$ cat src/logic/cmc_pkg.sv
package cmc_pkg;

	// register indices; byte address is four times the index
	localparam logic [7:0]  IDX_SLEEP_ENTRY = 8'h15;
	localparam logic [7:0]  IDX_MODE_CTRL   = 8'h17;
	localparam int unsigned ADDR_LSB        = 2;
	localparam int unsigned ADDR_MSB        = 9;

	// mode-control field positions
	localparam int unsigned CLKSEL_BIT = 7;
	localparam int unsigned DIV_MSB    = 6;
	localparam int unsigned DIV_LSB    = 4;
	localparam int unsigned TB_EN_BIT  = 3;
	localparam int unsigned TB_CLR_BIT = 2;

	// reset values of the mode-control fields
	localparam logic [2:0] DIV_RST    = 3'h0;
	localparam logic       TB_EN_RST  = 1'b1;
	localparam logic       CLKSEL_RST = 1'b1;

	// sleep-entry key
	localparam logic [7:0] SLEEP_KEY = 8'h5A;

	// fast oscillator settle time, in fast oscillator cycles
	localparam int unsigned STABLE_CYCLES = 512;
	localparam int unsigned WARM_W        = 10;

	// fast divider and slow time base widths
	localparam int unsigned FDIV_W = 7;
	localparam int unsigned TB_W   = 14;

	// time base taps handed to consumers (tap n = 16KHz / 2^n)
	localparam int unsigned TAP_PUMP = 3;
	localparam int unsigned TAP_LCD  = 8;
	localparam int unsigned TAP_WDT  = 13;

	// positions in the synchronised input vector
	localparam int unsigned SY_KEY  = 0;
	localparam int unsigned SY_EXT  = 1;
	localparam int unsigned SY_TMR  = 2;
	localparam int unsigned SY_TICK = 3;
	localparam int unsigned SY_SLOW = 4;
	localparam int unsigned SY_N    = 5;

	// number of peripheral enables
	localparam int unsigned PERIPH_N = 4;

	// ahb transfer type bit that marks an active transfer
	localparam int unsigned HTRANS_ACT_BIT = 1;

	// operating modes
	typedef enum logic [2:0] {
		MODE_NORMAL  = 3'b000,
		MODE_SLOW    = 3'b001,
		MODE_STANDBY = 3'b010,
		MODE_HALT    = 3'b011,
		MODE_WARMUP  = 3'b100
	} cmc_mode_e;

endpackage

$ cat src/logic/cmc_clock_mode_control.sv
// Notes on behaviour
// - cpu fast clock is oscillator over 2^div
// - slow oscillator drives 14-bit time base divider
// - time base taps feed lcd, pump, watchdog
// - writing zero to bit 2 clears time base
// - bit 2 always reads back as one
// - bit 3 enables time base, default on
// - bit 7 selects fast or slow cpu clock
// - clearing bit 7 in normal enters slow
// - key 0x5A to sleep register stops cpu
// - after reset start normal on fast clock
// - normal runs fast oscillator, slow per enable
// - slow mode stops fast, keeps time base
// - standby keeps slow clock, four wake sources
// - halt stops everything, key or external wakes
// - peripherals run by their own enables
// - sleep picks standby if time base enabled
// - wake returns to mode chosen by bit 7
// - fast oscillator settles 512 cycles first
`timescale 1ns/1ps
module cmc_clock_mode_control (
	// clock and reset
	input  wire logic                            CLK,
	input  wire logic                            RSTN,
	// ahb-lite slave
	input  wire logic                            HSEL,
	input  wire logic [31:0]                     HADDR,
	input  wire logic [1:0]                      HTRANS,
	input  wire logic                            HWRITE,
	input  wire logic [2:0]                      HSIZE,
	input  wire logic [31:0]                     HWDATA,
	input  wire logic                            HREADY,
	output logic      [31:0]                     HRDATA,
	output logic                                 HREADYOUT,
	output logic                                 HRESP,
	// oscillator control and slow oscillator pin
	input  wire logic                            SLOW_OSC_IN,
	output logic                                 FAST_OSC_EN,
	output logic                                 SLOW_OSC_EN,
	// wake-up sources
	input  wire logic                            KEY_CHANGE,
	input  wire logic                            EXT_IRQ,
	input  wire logic                            TIMER_IRQ,
	input  wire logic                            TICK_INTERRUPTS,
	// peripheral gating
	input  wire logic [cmc_pkg::PERIPH_N-1:0]    PERIPH_EN,
	output logic      [cmc_pkg::PERIPH_N-1:0]    PERIPH_RUN,
	// derived clock enables
	output logic                                 FAST_TICK,
	output logic                                 CPU_TICK,
	output logic      [cmc_pkg::TB_W-1:0]        TB_TAPS,
	output logic                                 LCD_CLK,
	output logic                                 PUMP_CLK,
	output logic                                 WDT_CLK,
	// status
	output logic      [2:0]                      MODE,
	output logic                                 CPU_RUN
);
	import cmc_pkg::*;

	// all-ones mask of the low div bits of the fast divider
	function automatic logic [FDIV_W-1:0] div_mask(input logic [2:0] div);
		logic [FDIV_W-1:0] m;
		m = '0;
		for (int i = 0; i < FDIV_W; i++) begin
			if (i < int'(div))
				m[i] = 1'b1;
		end
		return m;
	endfunction

	// register index decode for an ahb address
	function automatic logic [7:0] reg_index(input logic [31:0] a);
		return a[ADDR_MSB:ADDR_LSB];
	endfunction

	// mode-control register fields
	logic              clk_sel;     // 1 fast, 0 slow
	logic [2:0]        div_sel;     // requested divider code
	logic [2:0]        div_act;     // divider code in use
	logic              tb_en;       // time base enable

	// operating mode and settle counter
	cmc_mode_e         mode;
	cmc_mode_e         next_mode;
	logic [WARM_W-1:0] warm_cnt;    // fast cycles spent settling

	// bus data phase
	logic              dp_valid;    // data phase pending
	logic              dp_write;    // pending is a write
	logic [7:0]        dp_idx;      // register index of pending
	logic              rd_done;     // read data already loaded

	// input synchronisers, three stages each
	logic [SY_N-1:0]   sync1;
	logic [SY_N-1:0]   sync2;
	logic [SY_N-1:0]   sync3;
	logic [SY_N-1:0]   filt;        // accepted input levels
	logic              slow_prev;   // last accepted slow level

	// dividers
	logic [FDIV_W-1:0] fast_cnt;
	logic [TB_W-1:0]   tb_cnt;

	// decoded bus activity
	wire               addr_take  = HSEL && HREADY && HTRANS[HTRANS_ACT_BIT];
	wire               wr_ctl     = dp_valid && dp_write && (dp_idx == IDX_MODE_CTRL);
	wire               wr_sleep   = dp_valid && dp_write && (dp_idx == IDX_SLEEP_ENTRY);
	wire               sleep_key  = wr_sleep && (HWDATA[7:0] == SLEEP_KEY);
	wire               rd_wait    = dp_valid && !dp_write && !rd_done;

	// decoded mode groups
	wire               in_normal  = (mode == MODE_NORMAL);
	wire               in_slow    = (mode == MODE_SLOW);
	wire               in_standby = (mode == MODE_STANDBY);
	wire               in_halt    = (mode == MODE_HALT);
	wire               in_warm    = (mode == MODE_WARMUP);

	// fast oscillator only alive in normal and while settling
	wire               fast_on    = in_normal || in_warm;

	wire               tb_run     = in_slow || in_standby || (fast_on && tb_en);

	wire [FDIV_W-1:0]  fast_mask  = div_mask(div_act);
	wire               fast_tick  = fast_on && (fast_cnt == fast_mask);

	// one slow oscillator period seen as a rising accepted level
	wire               slow_tick  = filt[SY_SLOW] && !slow_prev;

	wire               wake_std   = filt[SY_KEY] || filt[SY_EXT] || filt[SY_TMR] || filt[SY_TICK];
	wire               wake_halt  = filt[SY_KEY] || filt[SY_EXT];

	wire               warm_done  = (warm_cnt == WARM_W'(STABLE_CYCLES - 1));

	wire [31:0]        ctl_rd     = {24'h000000, clk_sel, div_sel, tb_en, 1'b1, 2'b00};
	wire [31:0]        rd_value   = (dp_idx == IDX_MODE_CTRL) ? ctl_rd : 32'h00000000;

	// bus answers: writes zero-wait, reads one wait state
	assign HREADYOUT = !rd_wait;
	assign HRESP     = 1'b0;

	// status decode straight from the mode register, slow enable also from tb_en
	assign MODE        = mode;
	assign FAST_OSC_EN = fast_on;
	assign SLOW_OSC_EN = tb_run;
	assign CPU_RUN     = in_normal || in_slow;

	assign TB_TAPS  = tb_cnt;
	assign LCD_CLK  = tb_cnt[TAP_LCD];
	assign PUMP_CLK = tb_cnt[TAP_PUMP];
	assign WDT_CLK  = tb_cnt[TAP_WDT];

	// three-stage synchronisers; stage one feeds stage two only
	generate
		for (genvar g = 0; g < SY_N; g++) begin : g_sync
			wire raw = (g == SY_KEY)  ? KEY_CHANGE :
			           (g == SY_EXT)  ? EXT_IRQ :
			           (g == SY_TMR)  ? TIMER_IRQ :
			           (g == SY_TICK) ? TICK_INTERRUPTS : SLOW_OSC_IN;

			// level accepted only once stages two and three agree
			always_ff @(posedge CLK or negedge RSTN) begin
				if (!RSTN) begin
					sync1[g] <= 1'b0;
					sync2[g] <= 1'b0;
					sync3[g] <= 1'b0;
					filt[g]  <= 1'b0;
				end else begin
					sync1[g] <= raw;
					sync2[g] <= sync1[g];
					sync3[g] <= sync2[g];
					if (sync2[g] == sync3[g])
						filt[g] <= sync3[g];
				end
			end
		end
	endgenerate

	// slow edge detector history
	always_ff @(posedge CLK or negedge RSTN) begin
		if (!RSTN)
			slow_prev <= 1'b0;
		else
			slow_prev <= filt[SY_SLOW];
	end

	// ahb address phase capture and read data load
	always_ff @(posedge CLK or negedge RSTN) begin
		if (!RSTN) begin
			dp_valid <= 1'b0;
			dp_write <= 1'b0;
			dp_idx   <= 8'h00;
			rd_done  <= 1'b0;
			HRDATA   <= 32'h00000000;
		end else if (rd_wait) begin
			// sampled a cycle late so a write just before is seen
			rd_done <= 1'b1;
			HRDATA  <= rd_value;
		end else if (HREADY) begin
			dp_valid <= addr_take;
			dp_write <= HWRITE;
			// upper address bits must be zero, else unmapped
			dp_idx   <= (HADDR[31:ADDR_MSB+1] == '0 && HADDR[ADDR_LSB-1:0] == '0) ?
			            reg_index(HADDR) : 8'hFF;
			rd_done  <= 1'b0;
		end
	end

	// mode-control register; bit 2 is a strobe, never stored
	always_ff @(posedge CLK or negedge RSTN) begin
		if (!RSTN) begin
			clk_sel <= CLKSEL_RST;
			div_sel <= DIV_RST;
			tb_en   <= TB_EN_RST;
		end else if (wr_ctl) begin
			clk_sel <= HWDATA[CLKSEL_BIT];
			div_sel <= HWDATA[DIV_MSB:DIV_LSB];
			tb_en   <= HWDATA[TB_EN_BIT];
		end
	end

	// fast divider; restart on every output tick
	always_ff @(posedge CLK or negedge RSTN) begin
		if (!RSTN) begin
			fast_cnt <= '0;
			div_act  <= DIV_RST;
		end else if (!fast_on) begin
			fast_cnt <= '0;
		end else if (fast_tick) begin
			fast_cnt <= '0;
			div_act  <= div_sel;
		end else begin
			fast_cnt <= fast_cnt + 1'b1;
		end
	end

	// slow time base ripple divider
	always_ff @(posedge CLK or negedge RSTN) begin
		if (!RSTN)
			tb_cnt <= '0;
		else if (wr_ctl && !HWDATA[TB_CLR_BIT])
			tb_cnt <= '0;
		else if (tb_run && slow_tick)
			tb_cnt <= tb_cnt + 1'b1;
	end

	// settle counter runs only while warming up
	always_ff @(posedge CLK or negedge RSTN) begin
		if (!RSTN)
			warm_cnt <= '0;
		else if (in_warm)
			warm_cnt <= warm_cnt + 1'b1;
		else
			warm_cnt <= '0;
	end

	// mode sequencing
	always_comb begin
		next_mode = mode;
		case (mode)
			MODE_NORMAL: begin
				if (sleep_key)
					next_mode = tb_en ? MODE_STANDBY : MODE_HALT;
				else if (wr_ctl && !HWDATA[CLKSEL_BIT])
					next_mode = MODE_SLOW;
			end
			MODE_SLOW: begin
				if (sleep_key)
					next_mode = tb_en ? MODE_STANDBY : MODE_HALT;
				else if (wr_ctl && HWDATA[CLKSEL_BIT])
					next_mode = MODE_WARMUP;
			end
			MODE_WARMUP: begin
				// software may change its mind while settling
				if (wr_ctl && !HWDATA[CLKSEL_BIT])
					next_mode = MODE_SLOW;
				else if (warm_done)
					next_mode = MODE_NORMAL;
			end
			MODE_STANDBY: begin
				if (wake_std)
					next_mode = clk_sel ? MODE_WARMUP : MODE_SLOW;
			end
			MODE_HALT: begin
				if (wake_halt)
					next_mode = clk_sel ? MODE_WARMUP : MODE_SLOW;
			end
			default: begin
				// unused codes fall back to a running mode
				next_mode = MODE_NORMAL;
			end
		endcase
	end

	// mode register
	always_ff @(posedge CLK or negedge RSTN) begin
		if (!RSTN)
			mode <= MODE_NORMAL;
		else
			mode <= next_mode;
	end

	// registered clock enables; a pulse form cannot make a runt
	always_ff @(posedge CLK or negedge RSTN) begin
		if (!RSTN) begin
			FAST_TICK <= 1'b0;
			CPU_TICK  <= 1'b0;
		end else begin
			FAST_TICK <= fast_tick;
			CPU_TICK  <= in_normal ? fast_tick : (in_slow ? slow_tick : 1'b0);
		end
	end

	// peripheral gating; halt turns every peripheral off
	always_ff @(posedge CLK or negedge RSTN) begin
		if (!RSTN)
			PERIPH_RUN <= '0;
		else
			PERIPH_RUN <= in_halt ? '0 : PERIPH_EN;
	end

endmodule

$ cat config.mk
export PLATFORM = sky130hd
export DESIGN_NAME = cmc_clock_mode_control
export DESIGN_NICKNAME = d
export VERILOG_FILES = /design/src/logic/cmc_pkg.sv /design/src/logic/cmc_clock_mode_control.sv
export SDC_FILE = /design/constraint.sdc
export NUM_CORES = 1
export LEC_CHECK = 0
export ABC_CLOCK_PERIOD_IN_PS = 2700
export BUFFER_PORTS_ARGS = -buffer_cell sky130_fd_sc_hd__buf_2
export CAP_MARGIN = 30
export CORE_MARGIN = 2
export CORE_UTILIZATION = 25
export DETAILED_ROUTE_END_ITERATION = 8
export PLACE_DENSITY_LB_ADDON = 0.08
export SETUP_SLACK_MARGIN = 0.05
export SLEW_MARGIN = 10
export SYNTH_ARGS = -nofsm -noshare
export SYNTH_HDL_FRONTEND = slang
export SYNTH_SLANG_ARGS = --single-unit
$ cat constraint.sdc
create_clock -name CLK -period 2.7 [get_ports CLK]
set_clock_uncertainty 0.05 [all_clocks]
set_input_delay 0.135 -clock CLK [delete_from_list [all_inputs] [get_ports CLK]]
set_output_delay 0.135 -clock CLK [all_outputs]
set_load 0.01 [all_outputs]
* Word-level counts from Yosys, hierarchy flattened
Index checks and enable logic that the tools add are counted.
** Word-level totals
- Register bits :: 112
- Input bits :: 83
- Output and inout bits :: 63
- Logic and storage cells :: 134
** Operators by class
- $add $sub $neg :: 3
- Magnitude comparators :: 7
- Eq/ne operators :: 19
- Muxes and demuxes :: 30
- Bitwise gates (word level) :: 1
- Reductions and logical operators :: 37
** Operators with widths (count)
- $mux 14 :: 2
- $mux 3 :: 9
- $logic_not 22->1 :: 1
- $eq 8x5->1 const B :: 2
- $logic_and 1x1->1 :: 16
- $mux 8 :: 2
- $pmux 3 s5 :: 1
- $add 14x1->14 const B :: 1
- $mux 7 :: 2
- $mux 1 :: 12
- $add 10x1->10 const B :: 1
- $eq 10x9->1 const B :: 1
- $mux 10 :: 1
- $lt 3x3->1 const A :: 3
- $eq 8x7->1 const B :: 1
- $add 7x1->7 const B :: 1
- $eq 7x7->1 :: 1
- $logic_or 1x1->1 :: 7
- $eq 3x2->1 const B :: 2
- $logic_not 1->1 :: 6
- $lt 1x3->1 const A :: 2
- $lt 2x3->1 const A :: 2
- $ne 3x2->1 const B :: 2
- $eq 1x1->1 :: 5
- 11 further kinds :: 14

* Longest topological paths before layout
Gate-level depths: netlist of run 1.
- Word-level depth :: 7
- Mapped depth :: 7

* Worst setup path after synthesis of run 1
Ideal clock, no wire load.
- Kind :: flip-flop to flip-flop
- Start point :: reg dp_idx[5]
- End point :: reg mode[0], in the netlist MODE[0]
- Library setup time :: 128 ps
- Arrival :: 1891 ps
- Slack :: 632 ps
- Stages on the path, launching flop included :: 7
- Path buffers :: 0
- Path through :: dfrtp_1 or4b_4 nor3_4 nand3b_1 a31oi_1 o21ai_1 mux2_1
** Between the ends
- Longest elaborated chain between the ends :: 5
** Ends and longest elaborated chain
- start: declaration :: RTL line cmc_clock_mode_control.sv:91 : logic [7:0] dp_idx;
- start signal: assignment :: RTL line cmc_clock_mode_control.sv:203 : dp_idx <= (HADDR[31:ADDR_MSB+1] == '0 && HADDR[ADDR_LSB-1:0] == '0) ?
- $eq 8x5->1 (on tied branches) :: RTL line cmc_clock_mode_control.sv:107, cmc_clock_mode_control.sv:108
- $logic_and 1x1->1 (on tied branches) :: RTL line cmc_clock_mode_control.sv:107, cmc_clock_mode_control.sv:108
- $logic_and 1x1->1 (on tied branches)
- $ne 3x1->1 (no line), or another cell as far along
- $reduce_and 5->1 (no line) or $pmux 3 s5 (tied branches)
- end signal: assignment :: RTL line cmc_clock_mode_control.sv:300 : mode <= next_mode;
- end: declaration :: RTL line cmc_clock_mode_control.sv:84 : cmc_mode_e mode;
Several ways; a longest one is shown, not always the timed one.
A chain may end at the register's enable or synchronous reset.

* Final worst setup path of run 1
Ends and elaborated chain as after synthesis.

==> results of run 1 <==
==> sequential cells by signal (all words and copies together), names as in the netlist, 3 cells and up <==
name	flops
warm_cnt	10
TB_TAPS	14
div_sel	3
dp_idx	8
sync1	5
sync3	5
div_act	3
filt	5
fast_cnt	7
HRDATA	6
MODE	3
PERIPH_RUN	4
sync2	5
==> cell families (layout without fill, tap and decap cells) <==
group                      count (synthesis)  count (layout)  share of synthesized area [%]
muxes                                     13              13                           3.71
other                                      1              27                         0.0968
DFF                                       86              86                           55.6
and+or+nand+nor                          127             127                           17.0
buffers and inverters                     42             145                           7.56
adders and majority gates                  8               8                           2.26
xor gates and xnor gates                  27              27                           6.10
AOI/OAI and AO/OA                         38              38                           7.68
==> layout by cell type (no fill, tap or decap), types with 7 or more instances in the layout <==
cell type / instances
buf_4: 10
buf_2: 89
nor2_1: 44
xor2_1: 15
xnor2_1: 12
o22a_1: 7
and3_1: 8
conb_1: 27
dlygate4sd3_1: 24
nand2_1: 13
dfrtp_1: 84
nand3_1: 17
clkbuf_16: 9
mux2_2: 9
==> what timing repair did <==
item	4_1_cts	5_1_grt
gates resized for setup	0	0
hold buffers	24	0
hold endpoints to repair	62	0
==> routing by layer <==
| layer | global-route usage [%] | vias to the layer above |
|---|---|---|
| met4 | 5.18 | 0 |
| met3 | 3.62 | 13 |
| li1 | - | 1387 |
| met5 | 0 | - |
| met2 | 17.4 | 67 |
| met1 | 14.4 | 1382 |
==> where the power goes <==
part	switching (mW)	total, mW	internal [mW]
clock network	0.509	1.37	0.861
logic	0.449	0.805	0.356
registers	0.160	1.59	1.43
==> cell type report <==
| class | count | area [um^2] |
|---|---|---|
| fill | 1554 | 10100 |
| clock buffer | 11 | 253 |
| tap | 188 | 235 |
| inverter | 5 | 18.8 |
| timing repair buffer | 124 | 781 |
| clock inverter | 5 | 81.3 |
| sequential | 86 | 2150 |
| multi-input combinational | 240 | 1530 |
==> critical path: cells and delay by family (launching register included) <==
family,cells,cell delay (ns)
DFF,1,0.38
AOI/OAI and AO/OA,2,0.37
and+or+nand+nor,3,0.97
muxes,1,0.33
==> worst paths after layout <==
kind / slack (ns) / endpoint / startpoint / depth (start not counted)
max: 0.49 / MODE[0]$_DFFE_PN0P_ / dp_idx[5]$_DFFE_PN0P_ / 6
min: 0.002 / dp_valid$_DFFE_PN0P_ / HTRANS[1] / 3
min in group asynchronous: 0.29 / sync1[1]$_DFF_PN0_ / RSTN / 2
max reg2reg: 0.49 / MODE[0]$_DFFE_PN0P_ / dp_idx[5]$_DFFE_PN0P_ / 6
max in group asynchronous: 1.67 / fast_cnt[5]$_DFF_PN0_ / RSTN / 3
min reg2reg: 0.30 / sync2[3]$_DFF_PN0_ / sync1[3]$_DFF_PN0_ / 0
==> results.md, run 1 <==
* CTS buffer count at 9
* Die Ht at 129 um
* Largest net degree at the start of global routing at 46
* Fin worst setup slack at 0.486 ns
* Required @ worst endpoint at 2.87 ns
* Worst path arrival time at 2.39 ns
* Setup crit end kind: flip-flop
* Leakage power at 2.33 nW
* Final Max Tran Viols at 0
* Yosys Warn Count at 0
* CP max stage cell: or4b_4
* Worst Max-Slew Pin Slew at 0.565 ns
* Vias in the first global route at 2832
* Gr ovfl total at 0
* Cell Rows at 45
* CTS tree: built
* Port bufs at 90
* Fmax at 0.452 GHz
* Core ar. at 0.0152 mm^2
* RSZ-0062 raised after global routing: no
* All-layer global routing usage at 11.3%
* Dpl hpwl at 6410 um
* Crit path max fanout at 6
* WS Path Type: flip-flop to flip-flop
* Post-Route WL at 8790 um
* Chip Width at 129 um
* Max rail drop VDD at 363 uV
* CP peak stage delay at 0.59 ns
* Die ar. at 0.0165 mm^2
* Status: finished, final reports clean
* Most common cell in the synthesized netlist: dfrtp_1
* Share of cells above drive strength 1 at 28.5%
* Crit start category: flip-flop
* Post-synth ARST share at 100%
* Synthesized flop and latch total at 86
* Cell Pwr Density at 745 mW/mm^2
* Clk_lat worst skew at 0.34 ns
* Finished Layout Cells at 659
* DRT Pass-1 Iters at 4
* Main area contributors after synthesis: dfrtp_1 (54%), buf_4 (6.0%), nor2_1 (4.3%)
* Post-route cell area at 0.00505 mm^2
* Maximum capacitance violations at 0
* Number of routed nets with antenna violations at 0
* Most frequent cells after synthesis: dfrtp_1 (84), nor2_1 (44), buf_4 (31)
* Final GP Congestion at 0.742
* Antenna cells at 0
* Slew margin rel. at 62.3%
* Final Util at 33.3%
* Overall power at 3.76 mW
* EDFF count, synth at 0
* Metal-1 WL at 3990 um
* Area grow syn2layout at 30.4%
* Tmin final at 2.21 ns
* Htree depth at 3
* First-pass GRT wire length at 14400 um
* Post-Synthesis Cells at 342
* Clock-pin slew on the worst setup and hold paths at 0.06 ns
* Cell accounting for the most synthesized area: dfrtp_1
* Antenna violations before repair at 0
* Clk sinks at 86
* Syn_area_per_cell at 11.3 um^2
* DR top layer: met4
* Initial Utilization at 25.5%
* Pre-CTS setup slack at 0.499 ns
* Fin nets at 552
* DR WL met3 at 508 um
* Distinct cells, synth at 55
* Synth Flop Type: dfrtp_1
* Worst hold margin at 0.00248 ns
* Via Count at 2849
* Avg WL per Cell at 13.3 um
* First DRT Iteration DRCs at 96
* DR WL met2 at 4130 um
* Seq/Total Area, Yosys at 55.6%
* Hold Crit Class: primary input to flip-flop
* Vias per std cell at 4.32
* Longest Clk Path Bufs at 2
* Ports at 146
* DRC Markers at 0
* Share of the synthesized area in the top cell type at 54.2%
* Endpoints failing hold at 0
* Fin crit share at 82.0%
* # setup viols final at 0
* CP cell instances: or4b_4 > nor2_1 > nand4_1 > a31oi_1 > o21ai_1 > mux2_1
* Final setup TNS at 0 ns
* Root Buffer Master: clkbuf_16
* Mapped Area at 0.00387 mm^2
* Placed cells at 619
* # Post-CTS Setup Buffers at 0
* Post-DP Area at 0.00448 mm^2
(Power assumes the default switching activity.)
==> run 2: changes to the inputs <==
- ABC_CLOCK_PERIOD_IN_PS: 2700 -> 2200
- clock period: 2.7 -> 2.2 ns (I/O delays scaled with it)
==> run 2 against run 1 <==
  * Cell count up 1.5%
  * Worst setup slack worse by 0.41 ns
  * Core utilization up 0.81 points
  * First-iteration DRC count up 11%
  * Fmax up 4.4%
  * Via count up 1.4%
  * Count of clock-buffer cells in the layout unchanged
  * Highest routed layer unchanged
==> results.md, run 2 (synthesized netlist as in run 1, its figures left out) <==
* Final GP Congestion at 0.751 (+1.2%)
* Worst r2r path cells at 6 (unchanged)
* Largest net degree at the start of global routing at 50 (+8.7%)
* Core ar. at 0.0152 mm^2 (unchanged)
* Via Count at 2889 (+1.4%)
* Switching pwr at 1.41 mW (+26%)
* Busiest layer in global routing: met2
* First DRT Iteration DRCs at 107 (+11%)
* Fmax at 0.471 GHz (+4.4%)
* CTS tree: built
* Comb pwr share at 23.2% (+1.8 points)
* Clk sinks at 86 (unchanged)
* Clock Power Share at 35.6% (-0.8 points)
* All-layer global routing usage at 11.6% (+0.37 points)
* Gr ovfl total at 0 (unchanged)
* Area grow syn2layout at 33.6%
* Chip Width at 129 um (unchanged)
* Ports at 146 (unchanged)
* Die ar. at 0.0165 mm^2 (unchanged)
* Endpoints failing hold at 0 (unchanged)
* Crit path to: MODE[2]$_DFFE_PN0P_
* Initial Utilization at 25.5% (unchanged)
* Overall power at 4.70 mW (+25%)
* # setup viols final at 0 (unchanged)
* Reg2reg setup slack at 0.08 ns (-0.41 ns)
* Port bufs at 90 (unchanged)
* First-pass GRT wire length at 14900 um (+2.9%)
* Worst path arrival time at 2.29 ns (-0.10 ns)
* Leakage power at 2.38 nW (+2.2%)
* Flop pwr share at 41.2% (-1.0 points)
* Vias per std cell at 4.32 (-0.11%)
* Clock-pin slew on the worst setup and hold paths at 0.06 ns (about the same)
* Worst hold margin at 0.0130 ns (+0.0105 ns)
* Setup crit end kind: flip-flop
* Post-DP Area at 0.00450 mm^2 (+0.50%)
* Clk_lat worst skew at 0.34 ns (about the same)
* Final Util at 34.1% (+0.81 points)
* Cell Rows at 45 (unchanged)
* Grt met3 use at 3.49% (-0.12 points)
* Die Ht at 129 um (unchanged)
* Slew margin rel. at 63.9% (+1.6 points)
* Crit path max fanout at 4 (-2)
* Dpl hpwl at 6570 um (+2.4%)
* Status: finished, final reports clean
* Number of routed nets with antenna violations at 0 (unchanged)
* DRC Markers at 0 (unchanged)
* Root Buffer Master: clkbuf_16
* CTS buffer count at 9 (unchanged)
* Worst Max-Slew Pin Slew at 0.541 ns (-0.0234 ns)
* Worst R2R Start: dp_idx[5]$_DFFE_PN0P_
* Longest Clk Path Bufs at 2 (unchanged)
* Htree depth at 3 (unchanged)
* RSZ-0062 raised after global routing: yes
* WS Path Type: flip-flop to flip-flop
* Post-Route WL at 9100 um (+3.5%)
* Hold Crit Class: primary input to flip-flop
* Most frequent cells in the layout: buf_2 (89), dfrtp_1 (83), nor2_1 (43)
* Fin nets at 562 (+1.8%)
* Cell Pwr Density at 907 mW/mm^2 (+22%)
* Share of cells above drive strength 1 at 31.6% (+3.2 points)
* Antenna cells at 0 (unchanged)
* Antenna violations before repair at 0 (unchanged)
* Net Sw Frac at 30.1% (+0.36 points)
* Crit start category: flip-flop
* Internal power at 3.29 mW (+24%)
* Tmin final at 2.12 ns (-0.0928 ns)
* Maximum capacitance violations at 0 (unchanged)
* Largest register FFs at 14 (unchanged)
* Placed cells at 622 (+0.48%)
* Fin crit share at 96.4% (+14 points)
* Max rail drop VDD at 393 uV (+8.4%)
* DRT Pass-1 Iters at 4 (unchanged)
* Required @ worst endpoint at 2.37 ns (-0.50 ns)
* Leading cell type in the layout, fill and taps excluded: buf_2
* Avg WL per Cell at 13.6 um (+1.9%)
* Post-route cell area at 0.00518 mm^2 (+2.4%)
* Finished Layout Cells at 669 (+1.5%)
* Reg-to-Reg End: MODE[2]$_DFFE_PN0P_
* Final Max Tran Viols at 0 (unchanged)
* Setup crit start: dp_idx[5]$_DFFE_PN0P_
* Met1 usage at 15.3% (+0.86 points)
* Met2 Usage GRT at 17.9% (+0.47 points)
* Vias in the first global route at 2889 (+2.0%)
-- run 2: worst min path at each step --
stage	start	cells past startpoint	to	slack, ns
3_3_place_gp	RSTN	1	TB_TAPS[8]$_DFFE_PN0P_	0.09
2_1_floorplan	RSTN	0	CPU_TICK$_DFF_PN0_	-0.24
3_5_place_dp	RSTN	1	TB_TAPS[10]$_DFFE_PN0P_	0.09
5_1_grt	HWDATA[3]	2	tb_en$_DFFE_PN1N_	0.003
6_report	HWDATA[3]	2	tb_en$_DFFE_PN1N_	0.01
4_1_cts	HWDATA[3]	2	tb_en$_DFFE_PN1N_	0.0005
-- run 2: power groups by stage --
| stage | clock network [mW] | registers, mW | logic [mW] |
|---|---|---|---|
| after floorplan | 0 | 1.98 | 0.586 |
| after global placement | 0 | 1.97 | 1.01 |
| after detailed placement | 0 | 1.97 | 1.01 |
| after CTS | 1.72 | 1.94 | 1.06 |
| after global routing | 1.79 | 1.97 | 1.22 |
| final | 1.67 | 1.94 | 1.09 |
-- run 2: repair_timing --
action	CTS	global route
setup buffers	4	2
hold endpoints to repair	60	0
hold buffers	25	0
gates resized for setup	1	11
pin swaps	2	9
endpoints found under the setup margin	2	9
gates cloned	0	0
-- run 2: metrics by stage --
stage	setup slack, ns	setup TNS (ns)
after floorplan	0.132	0
after global placement	0.0430	0
after detailed placement	-0.00520	-0.00520
after CTS	0.0586	0
after global routing	-0.00195	-0.00195
final	0.0783	0
-- run 2: per-layer routing --
layer	vias up	share of wire [%]
li1	1401	-
met1	1421	47
met2	57	46
met3	10	4.5
met4	0	1.8
met5	-	0
-- run 2: worst max-delay path: stages, from the launching register on --
cell and delay (ns):
dfrtp_1 0.37, or4b_4 0.59, nor2_4 0.12, nand4_1 0.19
buf_4 0.21, a32o_1 0.21, mux2_4 0.26
-- run 2: layout make-up --
class | count | area, um^2
inverter | 5 | 18.8
sequential | 86 | 2160
fill | 1529 | 10000
multi-input combinational | 240 | 1590
clock buffer | 11 | 243
timing repair buffer | 134 | 858
tap | 188 | 235
clock inverter | 5 | 81.3
==> run 3: changes to the inputs <==
- SETUP_SLACK_MARGIN: 0.05 -> 0.2
==> run 3 against run 2 <==
  * Cell count up 0.90%
  * Combinational power shrank 5%
  * Sequential share of layout area decreased by 0.23 points
  * Worst hold slack better by 0.0016 ns
  * Count of clock-buffer cells in the layout shrank 2
  * Sequential power hardly changed
  * Non-clock buffer count up 6
  * Clock power is 7% lower
==> results.md, run 3 (synthesized netlist as in run 1, its figures left out) <==
* Status: finished, final reports clean
* Antenna cells at 0 (unchanged)
* Setup crit end kind: flip-flop
* Vias per std cell at 4.26 (-1.3%)
* First DRT Iteration DRCs at 114 (+6.5%)
* Crit path max fanout at 3 (-1)
* Hold Crit Class: primary input to flip-flop
* Tmin final at 2.16 ns (+0.0360 ns)
* Largest register FFs at 14 (unchanged)
* Vias in the first global route at 2855 (-1.2%)
* Gr ovfl total at 0 (unchanged)
* Max rail drop VDD at 544 uV (+38%)
* Leading cell type in the layout, fill and taps excluded: buf_2
* Longest Clk Path Bufs at 2 (unchanged)
* Fmax at 0.463 GHz (-1.7%)
* Required @ worst endpoint at 2.38 ns (about the same)
* Post-route cell area at 0.00521 mm^2 (+0.68%)
* Crit start category: flip-flop
* Port bufs at 90 (unchanged)
* Fin worst setup slack at 0.0423 ns (-0.0360 ns)
* Htree depth at 3 (unchanged)
* DRT Pass-1 Iters at 4 (unchanged)
* Leakage power at 2.40 nW (+0.69%)
* Cell Pwr Density at 874 mW/mm^2 (-3.6%)
* Number of routed nets with antenna violations at 0 (unchanged)
* Fill cells at 1561 (+2.1%)
* Area grow syn2layout at 34.5%
* Final setup TNS at 0 ns (unchanged)
* WS Path Type: flip-flop to flip-flop
* Ports at 146 (unchanged)
* First-pass GRT wire length at 14700 um (-1.1%)
* CP max stage cell: or4b_4
* Post-DP Area at 0.00451 mm^2 (+0.22%)
* Final GP Congestion at 0.730 (-2.8%)
* Pre-CTS setup slack at -0.0104 ns (-0.00523 ns)
* Core ar. at 0.0152 mm^2 (unchanged)
* Root Buffer Master: clkbuf_16
* Overall power at 4.56 mW (-3.0%)
* Crit path max-delay family: simple AND/OR/NAND/NOR gates
* Die ar. at 0.0165 mm^2 (unchanged)
* Buf+Inv Stages, Crit Path at 1 (unchanged)
* Initial Utilization at 25.5% (unchanged)
* Clk sinks at 86 (unchanged)
* CTS tree: built
* Slew margin rel. at 61.1% (-2.8 points)
* CP peak stage delay at 0.57 ns (-0.02 ns)
* Die Ht at 129 um (unchanged)
* Post-Route WL at 8770 um (-3.7%)
* Cell Rows at 45 (unchanged)
* Avg WL per Cell at 13.0 um (-4.5%)
* DRC Markers at 0 (unchanged)
* Antenna violations before repair at 0 (unchanged)
* Clock-pin slew on the worst setup and hold paths at 0.06 ns (about the same)
* CTS buffer count at 9 (unchanged)
* Fin nets at 568 (+1.1%)
* Clk_lat worst skew at 0.35 ns (about the same)
* Chip Width at 129 um (unchanged)
* Worst path arrival time at 2.34 ns (+0.05 ns)
* Maximum capacitance violations at 0 (unchanged)
* Dpl hpwl at 6270 um (-4.5%)
* CP cell instances: or4b_4 > buf_6 > nor3_4 > nand3b_1 > a31oi_2 > o21ai_2 > mux2_1
* Final Util at 34.3% (+0.23 points)
* Endpoints failing hold at 0 (unchanged)
* Fin crit share at 98.1% (+1.6 points)
* # setup viols final at 0 (unchanged)
* Via Count at 2878 (-0.38%)
* Final Max Tran Viols at 0 (unchanged)
* Most frequent cells in the layout: buf_2 (90), dfrtp_1 (81), nor2_1 (42)
* RSZ-0062 raised after global routing: yes
* Largest net degree at the start of global routing at 44 (-12%)
* Worst Max-Slew Pin Slew at 0.584 ns (+0.0426 ns)
* Share of cells above drive strength 1 at 32.4% (+0.84 points)
* All-layer global routing usage at 11.6% (-0.072 points)
-- run 3: cell types whose count changed in the layout (fill, tap and decap cells not counted), sizes merged --
cell / before / now
buf: 109 / 114
inv: 6 / 7
dlygate4sd3: 25 / 26
clkbuf: 11 / 9
clkinv: 1 / 3
bufinv: 2 / 1
-- run 3: area by class of cell --
| type | count | area (um^2) | share of cell area [%] |
|---|---|---|---|
| Clock buffer | 9 | 225 | 4.32 |
| Clock inverter | 7 | 81.3 | 1.56 |
| Inverter | 5 | 18.8 | 0.360 |
| Multi-Input combinational cell | 240 | 1570 | 30.2 |
| Sequential cell | 86 | 2160 | 41.4 |
| Tap cell | 188 | 235 | 4.51 |
| Timing Repair Buffer | 140 | 920 | 17.6 |
-- run 3: path summary, 6_finish.rpt --
path                                  startpoint                     end  slack, ns  cells after the start
max                        dp_idx[5]$_DFFE_PN0P_     MODE[2]$_DFFE_PN0P_       0.04                      7
min                                    HWDATA[7]     clk_sel$_DFFE_PN1N_       0.01                      2
max reg2reg                dp_idx[5]$_DFFE_PN0P_     MODE[2]$_DFFE_PN0P_       0.04                      7
min reg2reg                   sync1[3]$_DFF_PN0_      sync2[3]$_DFF_PN0_       0.30                      0
max in group asynchronous                   RSTN     clk_sel$_DFFE_PN1N_       1.12                      3
min in group asynchronous                   RSTN  TB_TAPS[9]$_DFFE_PN0P_       0.26                      2
-- run 3: metrics by stage --
stage,instances,hold WS (ns)
detailed placement,623,0.115
finish,675,0.0146
global placement,623,0.116
floorplan,368,-0.236
global route,675,0.00896
CTS,667,0.000990
-- run 3: what timing repair did --
item / CTS / global route
setup buffers: 2 / 8
resized for setup: 5 / 10
hold buffers: 26 / 0
endpoints found under the hold margin: 65 / 0
setup endpoints to repair: 11 / 28
pin swaps: 4 / 4
gates cloned: 0 / 0
-- run 3: routing by layer --
layer  vias to the layer above  GRT usage (%)  wire length, um
li1                       1420              -                -
met1                      1398           14.7             3970
met4                         0           4.22              126
met2                        53           18.2             4290
met5                         -              0                0
met3                         7           4.12              379
-- run 3: power breakdown --
| group | total (mW) | switching, mW | internal (mW) |
|---|---|---|---|
| registers | 1.95 | 0.198 | 1.76 |
| logic | 1.04 | 0.568 | 0.477 |
| clock network | 1.56 | 0.666 | 0.893 |
